[src/dplc_pkg.sv]
// Shared constants and types of the loop-control block
package dplc_pkg;

  // ****************************************************************
  // Register indices (byte address is four times the index)
  // ****************************************************************
  localparam logic [13:0] IDX_XFER = 14'h0005;
  localparam logic [13:0] IDX_INT = 14'h0715;
  localparam logic [13:0] IDX_NUM = 14'h0718;
  localparam logic [13:0] IDX_MOD = 14'h071b;
  localparam logic [13:0] IDX_MODE = 14'h0a01;
  localparam logic [13:0] IDX_PTHR_A = 14'h0720;
  localparam logic [13:0] IDX_FTHR_A = 14'h0721;
  localparam logic [13:0] IDX_RATE_A = 14'h0722;
  localparam logic [13:0] IDX_PTHR_B = 14'h0760;
  localparam logic [13:0] IDX_FTHR_B = 14'h0761;
  localparam logic [13:0] IDX_RATE_B = 14'h0762;
  localparam logic [13:0] IDX_CLAMP_LO = 14'h0730;
  localparam logic [13:0] IDX_CLAMP_HI = 14'h0731;
  localparam logic [13:0] IDX_FREERUN = 14'h0732;
  localparam logic [13:0] IDX_AVG = 14'h0733;
  localparam logic [13:0] IDX_STATUS = 14'h0734;

  // ****************************************************************
  // Fields, commands and reset values
  // ****************************************************************
  localparam logic [7:0] XFER_GO = 8'h01;
  localparam int MODE_FREERUN_BIT = 5;
  localparam int MODE_HOLD_BIT = 6;
  localparam int RATE_PFILL_LSB = 0;
  localparam int RATE_PDRAIN_LSB = 8;
  localparam int RATE_FFILL_LSB = 16;
  localparam int RATE_FDRAIN_LSB = 24;
  localparam int TW_W = 30;
  localparam int PERR_W = 24;
  localparam int FDIF_W = 25;
  localparam logic [23:0] INT_RST = 24'h000000;
  localparam logic [23:0] NUM_RST = 24'h000000;
  localparam logic [23:0] MOD_RST = 24'h000001;
  localparam logic [7:0] MODE_RST = 8'h00;
  localparam logic [15:0] PTHR_RST = 16'h0000;
  localparam logic [23:0] FTHR_RST = 24'h000000;
  localparam logic [31:0] RATE_RST = 32'h01010101;
  localparam logic [29:0] CLAMP_LO_RST = 30'h00000000;
  localparam logic [29:0] CLAMP_HI_RST = 30'h3fffffff;
  localparam logic [29:0] FREERUN_RST = 30'h00000000;
  localparam logic [3:0] AVG_RST = 4'h0;
  localparam logic [1:0] RESP_OKAY = 2'b00;
  localparam logic [1:0] RESP_SLVERR = 2'b10;

  // ****************************************************************
  // Lock level limits
  // ****************************************************************
  localparam logic signed [12:0] LVL_EMPTY = -13'sd2048;
  localparam logic signed [12:0] LVL_FULL = 13'sd2048;
  localparam logic signed [12:0] LVL_LOW = -13'sd1024;
  localparam logic signed [12:0] LVL_HIGH = 13'sd1024;

  typedef enum logic [2:0] {
    ST_FREERUN = 3'b000,
    ST_CLOSED = 3'b001,
    ST_HOLDOVER = 3'b010,
    ST_SWITCH = 3'b011,
    ST_RETUNE = 3'b100,
    ST_RECOVER = 3'b101
  } dplc_state_e;

endpackage

[src/dplc_lock_tub.sv]
// Leaky-bucket lock detector used for phase and frequency lock
module dplc_lock_tub #(
  parameter int ERR_W = 24,
  parameter int THR_W = 16
) (
  input wire logic i_mclk,
  input wire logic i_nrst,
  input wire logic i_step,
  input wire logic signed [ERR_W-1:0] i_err,
  input wire logic [THR_W-1:0] i_thr,
  input wire logic [7:0] i_fill,
  input wire logic [7:0] i_drain,
  input wire logic i_force_unlock,
  input wire logic i_freeze,
  output logic o_locked
);
  import dplc_pkg::*;

  typedef struct packed {
    logic signed [12:0] level;
    logic locked;
  } dplc_tub_s;

  dplc_tub_s r;
  dplc_tub_s next_r;
  logic [ERR_W-1:0] mag;
  logic signed [13:0] wide;

  always_comb begin
    next_r = r;
    mag = i_err[ERR_W-1] ? ERR_W'(-i_err) : ERR_W'(i_err);
    wide = {r.level[12], r.level};
    if (i_force_unlock) begin
      next_r.level = LVL_EMPTY;
      next_r.locked = 1'b0;
    end else if (i_freeze) begin
      next_r = r;
    end else if (i_step) begin
      // Exactly one bucket per detector cycle
      if (mag <= ERR_W'(i_thr)) begin
        wide = wide + 14'(i_fill);
        next_r.level = (wide > 14'(LVL_FULL)) ? LVL_FULL : 13'(wide);
      end else begin
        wide = wide - 14'(i_drain);
        next_r.level = (wide < 14'(LVL_EMPTY)) ? LVL_EMPTY : 13'(wide);
      end
      if (next_r.level > LVL_HIGH) begin
        next_r.locked = 1'b1;
      end else if (next_r.level < LVL_LOW) begin
        next_r.locked = 1'b0;
      end
    end
  end

  always_ff @(posedge i_mclk or negedge i_nrst) begin
    if (!i_nrst) begin
      r <= '{level: LVL_EMPTY, locked: 1'b0};
    end else begin
      r <= next_r;
    end
  end

  assign o_locked = r.locked;
endmodule

[src/dplc_top.sv]
// Loop control: divider transfer in profile 0 only, lock detectors, clamp, history, states
module dplc_top (
  input wire logic i_mclk,
  input wire logic i_nrst,
  input wire logic [15:0] i_s_axi_awaddr,
  input wire logic i_s_axi_awvalid,
  output logic o_s_axi_awready,
  input wire logic [31:0] i_s_axi_wdata,
  input wire logic [3:0] i_s_axi_wstrb,
  input wire logic i_s_axi_wvalid,
  output logic o_s_axi_wready,
  output logic [1:0] o_s_axi_bresp,
  output logic o_s_axi_bvalid,
  input wire logic i_s_axi_bready,
  input wire logic [15:0] i_s_axi_araddr,
  input wire logic i_s_axi_arvalid,
  output logic o_s_axi_arready,
  output logic [31:0] o_s_axi_rdata,
  output logic [1:0] o_s_axi_rresp,
  output logic o_s_axi_rvalid,
  input wire logic i_s_axi_rready,
  input wire logic i_pd_step,
  input wire logic signed [dplc_pkg::PERR_W-1:0] i_phase_err,
  input wire logic signed [dplc_pkg::FDIF_W-1:0] i_period_diff,
  input wire logic [dplc_pkg::TW_W-1:0] i_filter_word,
  input wire logic i_ref_valid,
  input wire logic i_ref_sel,
  output logic [dplc_pkg::TW_W-1:0] o_tuning_word,
  output logic [23:0] o_integer_feedback_value,
  output logic [23:0] o_fraction_numerator,
  output logic [23:0] o_fraction_modulus,
  output logic o_phase_lock,
  output logic o_freq_lock,
  output logic [2:0] o_loop_state,
  output logic o_active_profile
);
  import dplc_pkg::*;

  // ****************************************************************
  // State
  // ****************************************************************
  typedef struct packed {
    logic aw_hold;
    logic [13:0] aw_idx;
    logic w_hold;
    logic [31:0] wdata;
    logic [3:0] wstrb;
    logic bvalid;
    logic [1:0] bresp;
    logic rvalid;
    logic [31:0] rdata;
    logic [1:0] rresp;
    logic [23:0] int_sh;
    logic [23:0] num_sh;
    logic [23:0] mod_sh;
    logic [23:0] int_act;
    logic [23:0] num_act;
    logic [23:0] mod_act;
    logic [7:0] mode;
    logic [1:0][15:0] pthr;
    logic [1:0][23:0] fthr;
    logic [1:0][31:0] rates;
    logic [29:0] clamp_lo;
    logic [29:0] clamp_hi;
    logic [29:0] freerun;
    logic [29:0] tw_out;
    logic [29:0] avg;
    logic [3:0] avg_shift;
    logic [44:0] avg_sum;
    logic [15:0] avg_cnt;
    logic hist_valid;
    dplc_state_e st;
    logic act_prof;
    logic retune_pend;
  } dplc_regs_s;

  dplc_regs_s r;
  dplc_regs_s next_r;
  logic phase_locked;
  logic freq_locked;
  logic [29:0] clamped;
  logic [31:0] merged;
  logic [31:0] rd_mux;
  logic rd_ok;
  logic wr_ok;
  logic xfer;
  logic [44:0] sum_now;
  logic [15:0] avg_len;
  logic force_fr;
  logic force_ho;
  logic lock_clear;
  logic lock_hold;

  // Judged on the coming state so locks move at the same step edge
  assign lock_clear = next_r.st == ST_FREERUN || next_r.st == ST_HOLDOVER;
  assign lock_hold = r.st == ST_SWITCH || r.st == ST_RETUNE ||
                     next_r.st == ST_SWITCH || next_r.st == ST_RETUNE;

  // ****************************************************************
  // Lock detectors
  // ****************************************************************
  dplc_lock_tub #(.ERR_W(PERR_W), .THR_W(16)) u_phase_tub (
    .i_mclk(i_mclk),
    .i_nrst(i_nrst),
    .i_step(i_pd_step),
    .i_err(i_phase_err),
    .i_thr(r.pthr[r.act_prof]),
    .i_fill(r.rates[r.act_prof][RATE_PFILL_LSB+:8]),
    .i_drain(r.rates[r.act_prof][RATE_PDRAIN_LSB+:8]),
    .i_force_unlock(lock_clear),
    .i_freeze(lock_hold),
    .o_locked(phase_locked)
  );

  // Same free-run/holdover drain so frequency lock never reads stale
  dplc_lock_tub #(.ERR_W(FDIF_W), .THR_W(24)) u_freq_tub (
    .i_mclk(i_mclk),
    .i_nrst(i_nrst),
    .i_step(i_pd_step),
    .i_err(i_period_diff),
    .i_thr(r.fthr[r.act_prof]),
    .i_fill(r.rates[r.act_prof][RATE_FFILL_LSB+:8]),
    .i_drain(r.rates[r.act_prof][RATE_FDRAIN_LSB+:8]),
    .i_force_unlock(lock_clear),
    .i_freeze(lock_hold),
    .o_locked(freq_locked)
  );

  // ****************************************************************
  // Register read mux
  // ****************************************************************
  always_comb begin
    rd_ok = 1'b1;
    rd_mux = 32'h00000000;
    unique case (i_s_axi_araddr[15:2])
      IDX_XFER: rd_mux = 32'h00000000;
      IDX_INT: rd_mux = {8'h00, r.int_sh};
      IDX_NUM: rd_mux = {8'h00, r.num_sh};
      IDX_MOD: rd_mux = {8'h00, r.mod_sh};
      IDX_MODE: rd_mux = {24'h000000, r.mode};
      IDX_PTHR_A: rd_mux = {16'h0000, r.pthr[0]};
      IDX_FTHR_A: rd_mux = {8'h00, r.fthr[0]};
      IDX_RATE_A: rd_mux = r.rates[0];
      IDX_PTHR_B: rd_mux = {16'h0000, r.pthr[1]};
      IDX_FTHR_B: rd_mux = {8'h00, r.fthr[1]};
      IDX_RATE_B: rd_mux = r.rates[1];
      IDX_CLAMP_LO: rd_mux = {2'b00, r.clamp_lo};
      IDX_CLAMP_HI: rd_mux = {2'b00, r.clamp_hi};
      IDX_FREERUN: rd_mux = {2'b00, r.freerun};
      IDX_AVG: rd_mux = {28'h0000000, r.avg_shift};
      IDX_STATUS: rd_mux = {23'h000000, r.retune_pend, r.hist_valid,
                            r.act_prof, phase_locked, freq_locked, r.st};
      default: rd_ok = 1'b0;
    endcase
  end

  // ****************************************************************
  // Next state
  // ****************************************************************
  always_comb begin
    next_r = r;
    xfer = 1'b0;
    wr_ok = 1'b1;
    for (int i = 0; i < 4; i++) begin
      merged[8*i+:8] = r.wstrb[i] ? r.wdata[8*i+:8] : 8'h00;
    end
    clamped = i_filter_word;
    if (i_filter_word < r.clamp_lo) begin
      clamped = r.clamp_lo;
    end else if (i_filter_word > r.clamp_hi) begin
      clamped = r.clamp_hi;
    end
    sum_now = r.avg_sum + 45'(clamped);
    avg_len = 16'((32'd1 << r.avg_shift) - 32'd1);
    force_fr = r.mode[MODE_FREERUN_BIT];
    force_ho = r.mode[MODE_HOLD_BIT];

    // Bus: address and data accepted in either order
    if (i_s_axi_awvalid && o_s_axi_awready) begin
      next_r.aw_hold = 1'b1;
      next_r.aw_idx = i_s_axi_awaddr[15:2];
    end
    if (i_s_axi_wvalid && o_s_axi_wready) begin
      next_r.w_hold = 1'b1;
      next_r.wdata = i_s_axi_wdata;
      next_r.wstrb = i_s_axi_wstrb;
    end
    if (r.bvalid && i_s_axi_bready) begin
      next_r.bvalid = 1'b0;
    end
    if (r.aw_hold && r.w_hold) begin
      next_r.aw_hold = 1'b0;
      next_r.w_hold = 1'b0;
      next_r.bvalid = 1'b1;
      // Partial strobes leave unstrobed bytes of a register unchanged
      for (int i = 0; i < 4; i++) begin
        if (!r.wstrb[i]) begin
          merged[8*i+:8] = 8'h00;
        end
      end
      unique case (r.aw_idx)
        IDX_XFER: xfer = r.wstrb[0] && r.wdata[7:0] == XFER_GO;
        IDX_INT: next_r.int_sh = merge24(r.int_sh);
        IDX_NUM: next_r.num_sh = merge24(r.num_sh);
        IDX_MOD: next_r.mod_sh = merge24(r.mod_sh);
        IDX_MODE: next_r.mode = r.wstrb[0] ? r.wdata[7:0] : r.mode;
        IDX_PTHR_A: next_r.pthr[0] = 16'(merge32({16'h0000, r.pthr[0]}));
        IDX_FTHR_A: next_r.fthr[0] = merge24(r.fthr[0]);
        IDX_RATE_A: next_r.rates[0] = merge32(r.rates[0]);
        IDX_PTHR_B: next_r.pthr[1] = 16'(merge32({16'h0000, r.pthr[1]}));
        IDX_FTHR_B: next_r.fthr[1] = merge24(r.fthr[1]);
        IDX_RATE_B: next_r.rates[1] = merge32(r.rates[1]);
        IDX_CLAMP_LO: next_r.clamp_lo = 30'(merge32({2'b00, r.clamp_lo}));
        IDX_CLAMP_HI: next_r.clamp_hi = 30'(merge32({2'b00, r.clamp_hi}));
        IDX_FREERUN: next_r.freerun = 30'(merge32({2'b00, r.freerun}));
        IDX_AVG: next_r.avg_shift = r.wstrb[0] ? r.wdata[3:0] : r.avg_shift;
        IDX_STATUS: wr_ok = 1'b0;
        default: wr_ok = 1'b0;
      endcase
      next_r.bresp = wr_ok ? RESP_OKAY : RESP_SLVERR;
    end
    if (r.rvalid && i_s_axi_rready) begin
      next_r.rvalid = 1'b0;
    end
    if (i_s_axi_arvalid && o_s_axi_arready) begin
      next_r.rvalid = 1'b1;
      next_r.rdata = rd_mux;
      next_r.rresp = rd_ok ? RESP_OKAY : RESP_SLVERR;
    end

    // Loop state machine, one step per detector cycle
    if (i_pd_step) begin
      unique case (r.st)
        ST_FREERUN: begin
          if (!force_fr) begin
            if (force_ho) begin
              next_r.st = ST_HOLDOVER;
            end else if (i_ref_valid) begin
              next_r.st = ST_RECOVER;
            end
          end
        end
        ST_CLOSED: begin
          if (force_fr) begin
            next_r.st = ST_FREERUN;
          end else if (force_ho || !i_ref_valid) begin
            next_r.st = ST_HOLDOVER;
          end else if (i_ref_sel != r.act_prof) begin
            next_r.st = ST_SWITCH;
          end else if (r.retune_pend) begin
            next_r.st = ST_RETUNE;
            next_r.retune_pend = 1'b0;
          end
        end
        ST_HOLDOVER: begin
          if (force_fr) begin
            next_r.st = ST_FREERUN;
          end else if (i_ref_valid && !force_ho) begin
            next_r.st = ST_RECOVER;
          end
        end
        ST_SWITCH: begin
          next_r.act_prof = i_ref_sel;
          next_r.st = ST_CLOSED;
        end
        ST_RETUNE: next_r.st = ST_CLOSED;
        ST_RECOVER: begin
          next_r.act_prof = i_ref_sel;
          next_r.st = ST_CLOSED;
        end
        default: next_r.st = ST_FREERUN;
      endcase

      unique case (next_r.st)
        ST_CLOSED, ST_RECOVER: next_r.tw_out = clamped;
        ST_FREERUN: next_r.tw_out = r.freerun;
        ST_HOLDOVER: begin
          // Without history, holding the last word is the best estimate
          if (r.st != ST_HOLDOVER && r.hist_valid) begin
            next_r.tw_out = r.avg;
          end
        end
        ST_SWITCH, ST_RETUNE: next_r.tw_out = r.tw_out;
        default: next_r.tw_out = r.tw_out;
      endcase

      // History only from a closed loop, so holdover never averages itself
      if (r.st == ST_CLOSED) begin
        if (r.avg_cnt == avg_len) begin
          next_r.avg = 30'(sum_now >> r.avg_shift);
          next_r.hist_valid = 1'b1;
          next_r.avg_sum = 45'h0;
          next_r.avg_cnt = 16'h0000;
        end else begin
          next_r.avg_sum = sum_now;
          next_r.avg_cnt = r.avg_cnt + 16'h0001;
        end
      end
    end

    // Transfer after the state step so a new request wins over the clear
    if (xfer && r.act_prof == 1'b0) begin
      next_r.int_act = r.int_sh;
      next_r.num_act = r.num_sh;
      next_r.mod_act = r.mod_sh;
      if (r.int_sh != r.int_act || r.mod_sh != r.mod_act) begin
        next_r.retune_pend = 1'b1;
      end
    end
  end

  function automatic logic [31:0] merge32(input logic [31:0] old);
    logic [31:0] res;
    res = old;
    for (int i = 0; i < 4; i++) begin
      if (r.wstrb[i]) begin
        res[8*i+:8] = r.wdata[8*i+:8];
      end
    end
    return res;
  endfunction

  function automatic logic [23:0] merge24(input logic [23:0] old);
    logic [31:0] res;
    res = merge32({8'h00, old});
    return res[23:0];
  endfunction

  // ****************************************************************
  // Registers
  // ****************************************************************
  always_ff @(posedge i_mclk or negedge i_nrst) begin
    if (!i_nrst) begin
      r <= '0;
      r.mod_sh <= MOD_RST;
      r.mod_act <= MOD_RST;
      r.int_sh <= INT_RST;
      r.int_act <= INT_RST;
      r.num_sh <= NUM_RST;
      r.num_act <= NUM_RST;
      r.mode <= MODE_RST;
      r.pthr <= {PTHR_RST, PTHR_RST};
      r.fthr <= {FTHR_RST, FTHR_RST};
      r.rates <= {RATE_RST, RATE_RST};
      r.clamp_lo <= CLAMP_LO_RST;
      r.clamp_hi <= CLAMP_HI_RST;
      r.freerun <= FREERUN_RST;
      r.tw_out <= FREERUN_RST;
      r.avg_shift <= AVG_RST;
      r.st <= ST_FREERUN;
    end else begin
      r <= next_r;
    end
  end

  // ****************************************************************
  // Outputs
  // ****************************************************************
  assign o_s_axi_awready = !r.aw_hold && !r.bvalid;
  assign o_s_axi_wready = !r.w_hold && !r.bvalid;
  assign o_s_axi_bvalid = r.bvalid;
  assign o_s_axi_bresp = r.bresp;
  assign o_s_axi_arready = !r.rvalid;
  assign o_s_axi_rvalid = r.rvalid;
  assign o_s_axi_rdata = r.rdata;
  assign o_s_axi_rresp = r.rresp;
  assign o_tuning_word = r.tw_out;
  assign o_integer_feedback_value = r.int_act;
  assign o_fraction_numerator = r.num_act;
  assign o_fraction_modulus = r.mod_act;
  assign o_phase_lock = phase_locked;
  assign o_freq_lock = freq_locked;
  assign o_loop_state = r.st;
  assign o_active_profile = r.act_prof;
endmodule

[config.mk]
export PLATFORM = sky130hd
export DESIGN_NAME = dplc_top
export DESIGN_NICKNAME = d
export VERILOG_FILES = /design/src/dplc_pkg.sv /design/src/dplc_lock_tub.sv /design/src/dplc_top.sv
export SDC_FILE = /design/constraint.sdc
export NUM_CORES = 2
export LEC_CHECK = 0
export BUFFER_PORTS_ARGS = -buffer_cell sky130_fd_sc_hd__clkbuf_2
export CAP_MARGIN = 20
export CORE_UTILIZATION = 39
export DETAILED_ROUTE_END_ITERATION = 8
export PLACE_DENSITY = 0.56
export SYNTH_ARGS = -nofsm -noshare
export SYNTH_HDL_FRONTEND = slang
export SYNTH_SLANG_ARGS = --single-unit
export TNS_END_PERCENT = 10
[constraint.sdc]
create_clock -name i_mclk -period 8.65 [get_ports i_mclk]
set_clock_uncertainty 0.05 [all_clocks]
set_input_delay 0 -clock i_mclk [delete_from_list [all_inputs] [get_ports i_mclk]]
set_output_delay 0 -clock i_mclk [all_outputs]
set_load 0.05 [all_outputs]
# Word level (Yosys, flattened, before mapping)
# Cells that the tools add are included.
# classes
shifts	2
add_sub_neg	9
bitwise	1
muxes	70
order_cmp	13
reduce_logical	88
eq_ne	50
# ops
operator	n
$pmux W32 S15	1
$eq A14 B11 Y1 const B	27
$mux W13	12
$reduce_and A3 Y1	45
$mux W30	3
$pmux W30 S3	1
$mux W14	6
$mux W24	3
$mux W32	2
$mux W61	1
$ne A24 B24 Y1	2
$add A45 B30 Y45	1
$shr A45 B4 Y30	1
$mux W37	1
$mux W35	1
$mux W3	11
$mux W16	2
$gt A30 B30 Y1	1
$lt A30 B30 Y1	1
$add A13 B9 Y14	2
$eq A14 B12 Y1 const B	2
$eq A14 B3 Y1 const B	2
$gt A14 B13 Y1 const B	2
$lt A14 B12 Y1 const B	2
other kinds (37)	101
# totals
output_inout_bits	149
register_bits	635

# Depth between registers and ports, before layout
# logic_depth
depth_word	18
mapped_depth	27
mapped_depth_nobuf	26

# Modules after synthesis
# Synthesis repeated with hierarchy kept, for this count alone.
# unflattened
cells_unflattened	4218
area_unflattened_um2	41593.6
# by_module_without_submodules
module	area_per_inst_um2	n_inst	cells_per_inst
dplc_top	35761.8	1	3447
dplc_lock_tub at u_freq_tub	2924.1	1	388
dplc_lock_tub at u_phase_tub	2907.8	1	383

# Least setup slack after synthesis
# OpenSTA, ideal clock, no wires.
# synth_path
kind	register to register
start	reg r[178] (netlist name)
end	reg r[98] (netlist name)
slack_ns	2.867
setup_time_ns	0.136
path_buffers	2
period_less_slack_ns	5.783
arrival_ns	5.598
path_stages_with_launch	24
path_cell_list	dfstp_2 inv_1 ha_1 nand4_1 nor4_1 a221oi_1 o31ai_1 nor4_1 a211oi_1 clkbuf_1 mux2i_1 a21oi_1 ha_1 clkbuf_1 and4_1 nor3b_1 o211ai_1 a31oi_1 nor2_1 xor2_1 inv_1 mux4_2 a2111oi_0 nor3_1
# synth_via
elab_chain_cells	5
# synth_lines
element	line_no	source
from (decl)	dplc_top.sv:77	dplc_regs_s r;
from (signal assigned)	dplc_top.sv:352	r <= next_r;
$gt A30 B30 Y1	dplc_top.sv:170	end else if (i_filter_word > r.clamp_hi) begin
$mux W30 (*)	dplc_top.sv:170	
$mux W30 (*)	dplc_top.sv:168	if (i_filter_word < r.clamp_lo) begin
$add A45 B30 Y45 (*)	dplc_top.sv:173	sum_now = r.avg_sum + 45'(clamped);
$shr A45 B4 Y30 (*)	dplc_top.sv:290	next_r.avg = 30'(sum_now >> r.avg_shift);
# Every way passes the cells marked *; elsewhere a longest branch is shown, timed or not.
# A chain may end at the register's enable or synchronous reset.

# Worst setup path in the final report
# layout_path
start	reg r[206] (netlist name)
end	reg r[98] (netlist name)
# layout_via
elab_chain_cells	4
# layout_lines
element	line_no
$lt A30 B30 Y1	dplc_top.sv:168
$mux W30 (*)	dplc_top.sv:168
$add A45 B30 Y45 (*)	dplc_top.sv:173
$shr A45 B4 Y30 (*)	dplc_top.sv:290
# Marks and branches as above.

==> out/metrics.cfg <==
[status]
status = completed

[global_route]
globalRouteOverflowTotal = 0
antenna_found_initial = 10
grt_use_total = 0.284
grt_start_max_net_pins = 174
grt_pass1_vias = 32500
grt_first_pass_wirelength_um = 221000

[pwr]
total_power_mw = 9.75
leakage_nw = 21.1
peakVddDrop_mv = 0.215
power_density_nw_per_um2 = 212

[cts]
cts_sinks = 633
cts_made_buffers = 78
clk_pin_slew_ps = 70
clockRootBuffer = clkbuf_16
insertion_delay_ps = 670
cts.path.max_buffers = 3
htree_levels = 3
cts_tree = yes
postCtsResizedCells = 0
cts_setup_buffers = 0

[place]
io_buffer_count = 299
post_dp_cell_area_um2 = 42300
place.gp.congestion = 0.942
dpl.hpwl_um = 113000

[route]
vias = 33900
postRouteWirelength_um = 151000
wire_per_inst_um = 26.5
drt-vias-per-instance = 5.95
first_iter_violations = 3262
dr.pass1.iters = 6
postRouteAntennaNets = 0
drc = 0

[floorplan]
rows = 117
fp.dieH_um = 324
ioPinCount = 306
initial_core_util = 0.396
die-area_um2 = 105000
die_w_um = 324
coreArea_um2 = 102000

[timing]
worst_slew_pin_slew_ps = 1140
finalHoldViolCount = 0
rsz0062_at_grt = no
setup_viol = 0
max_freq_mhz = 134
fin_setup_tns_ps = 0
min_period_over_period = 0.860
relSlewSlack = 0.240
slew_viol_final = 0
fin_crit_ps = 7440
holdWs_ps = 13.6

[flow_run]
cap_violations = 0

[setup_path]
startpoint = r[206]$_DFFE_PN0P_
r2r_start = r[206]$_DFFE_PN0P_
cp_data_arrival_time_ps = 7920
path_class = flip-flop to flip-flop
cp-start-kind = flip-flop
timing.critical_path.fanout_max = 26
critPathCaptureType = flip-flop
crit_required_ps = 9130

[logic_synthesis]
syn_area_um2 = 40500
synth-seq-cells = 633
yosysSeqAreaShare = 0.393
synth_top_area_cell = dfrtp_1
synth_area_per_cell_um2 = 9.85
synth_enable_flop_cells = 0
yosysTopAreaCellShare = 0.364
ys.warnings.count = 0
synth_area_leaders = dfrtp_1 (36%), mux2_2 (12%), ha_1 (5.1%), mux2i_1 (3.7%), o21ai_0 (3.0%)
syn_inst = 4111
yosysUniqueCellTypes = 95
async_reset_ff_frac = 1.00
synthFlopType = dfrtp_1

[final_layout]
layout.nets = 4598
final_cell_mix = dfrtp_1 (588), mux2_2 (415), nand2_1 (309), clkbuf_2 (298), nor2_1 (262)
area_growth_syn_to_layout_pct = 13.7
drive_gt1_frac = 0.233
final_common_cell = dfrtp_1
design_area_um2 = 46000
fill_cells = 9805

[worst_hold_path]
holdCritPathClass = input pin to flip-flop
holdCritStartpoint = i_s_axi_awvalid

## metrics by stage
step,worst slack [ps],instances,util
final,1210,5706,0.450
after global routing,804,5704,0.450
after CTS,1340,5703,0.450
after detailed placement,1390,5459,0.414
after global placement,1430,5458,0.414
after floorplan,2870,4112,-
## critical path, cell delays in order, from the launching register on
cell       delay (ps)
dfrtp_1           510
inv_1             100
ha_1              310
nand4_1           120
nor3_1            460
o21ai_0           170
nor4_1            370
a21oi_1           300
o21ai_4           670
buf_4             370
nor2_1             60
a21oi_1           240
ha_1              440
a21oi_1           320
o21ai_0           160
a22o_1            270
a221o_1           510
nor2_1            360
xor2_1            320
inv_1              70
mux4_2            510
a2111oi_0         470
nor3_1             90
## final timing paths
kind | to | slack (ps) | cells after the start
min | r[606]$_DFFE_PN0P_ | 10 | 3
max reg2reg | r[98]$_DFFE_PN0P_ | 1210 | 22
min in group asynchronous | u_phase_tub.r[13]$_DFFE_PN1P_ | 480 | 3
max in group asynchronous | o_fraction_numerator[16]$_DFFE_PN0P_ | 6280 | 5
max | r[98]$_DFFE_PN0P_ | 1210 | 22
min reg2reg | o_s_axi_rdata[29]$_DFFE_PN0P_ | 420 | 1
## synth_stat cells (40+ instances only)
cell type and count:
dfrtp_1 589, mux2_2 415, nand2_1 311, nor2_1 271, o21ai_0 240, clkbuf_1 216
ha_1 166, a21oi_1 154, mux2i_1 148, buf_4 141, inv_1 123, a221oi_1 91
xor2_1 90, o31ai_1 81, xnor2_1 73, a21o_1 66, nand3_1 62, a22o_1 60
nor3_1 57, a22oi_1 56, nor2b_1 56, nand4_1 46, a31oi_1 44, dfstp_2 44
nor4_1 40
## kinds of logic after synthesis
| kind of cell | after synthesis | share of synthesized area |
|---|---|---|
| multiplexers | 573 | 0.158 |
| adder cells (fa/ha/maj) | 171 | 0.0538 |
| AO/OA/AOI/OAI | 1041 | 0.177 |
| XOR/XNOR | 163 | 0.0353 |
| flip-flops | 633 | 0.393 |
| other | 1 | 0.0000926 |
| AND/OR/NAND/NOR | 1029 | 0.124 |
| buffers and inverters | 500 | 0.0595 |
## flip-flops by register name, indices dropped and copies added, names as in the netlist
register / flops
o_s_axi_rdata: 32
force_fr: 1
o_s_axi_rresp: 1
u_freq_tub.r: 13
r: 461
u_freq_tub.o_locked: 1
o_tuning_word: 30
o_active_profile: 1
o_integer_feedback_value: 24
force_ho: 1
o_s_axi_bresp: 1
u_phase_tub.r: 13
o_fraction_numerator: 24
u_phase_tub.o_locked: 1
o_loop_state: 3
o_s_axi_bvalid: 1
o_s_axi_rvalid: 1
o_fraction_modulus: 24
## metal layers
layer | wire length, µm | GRT usage | vias to the layer above
li1 | - | - | 15400
met1 | 64300 | 0.381 | 17000
met2 | 69600 | 0.456 | 1292
met3 | 10300 | 0.0451 | 244
met4 | 6640 | 0.117 | 8
met5 | 48 | 0 | -
## what timing repair did
action,in CTS,in global routing
hold buffers,99,0
setup endpoints to repair,0,0
endpoints found under the hold margin,265,0
## power breakdown
group          internal, mW  leakage, nW  switching (mW)
Sequential             3.26         8.46           0.753
Combinational         0.821         11.4            1.48
Clock                  2.02         1.29            1.41
## layout make-up
type	instances	area [µm²]	area share
diodes	3	7.51	0.000163
clock buffers	112	2150	0.0467
clock inverters	33	502	0.0109
inverters	124	465	0.0101
multi-input cells	2979	22300	0.485
flip-flops and latches	633	15900	0.346
well taps	1368	1710	0.0372
repair buffers	454	2960	0.0643
Note: power is estimated with default switching activity, not from simulation.
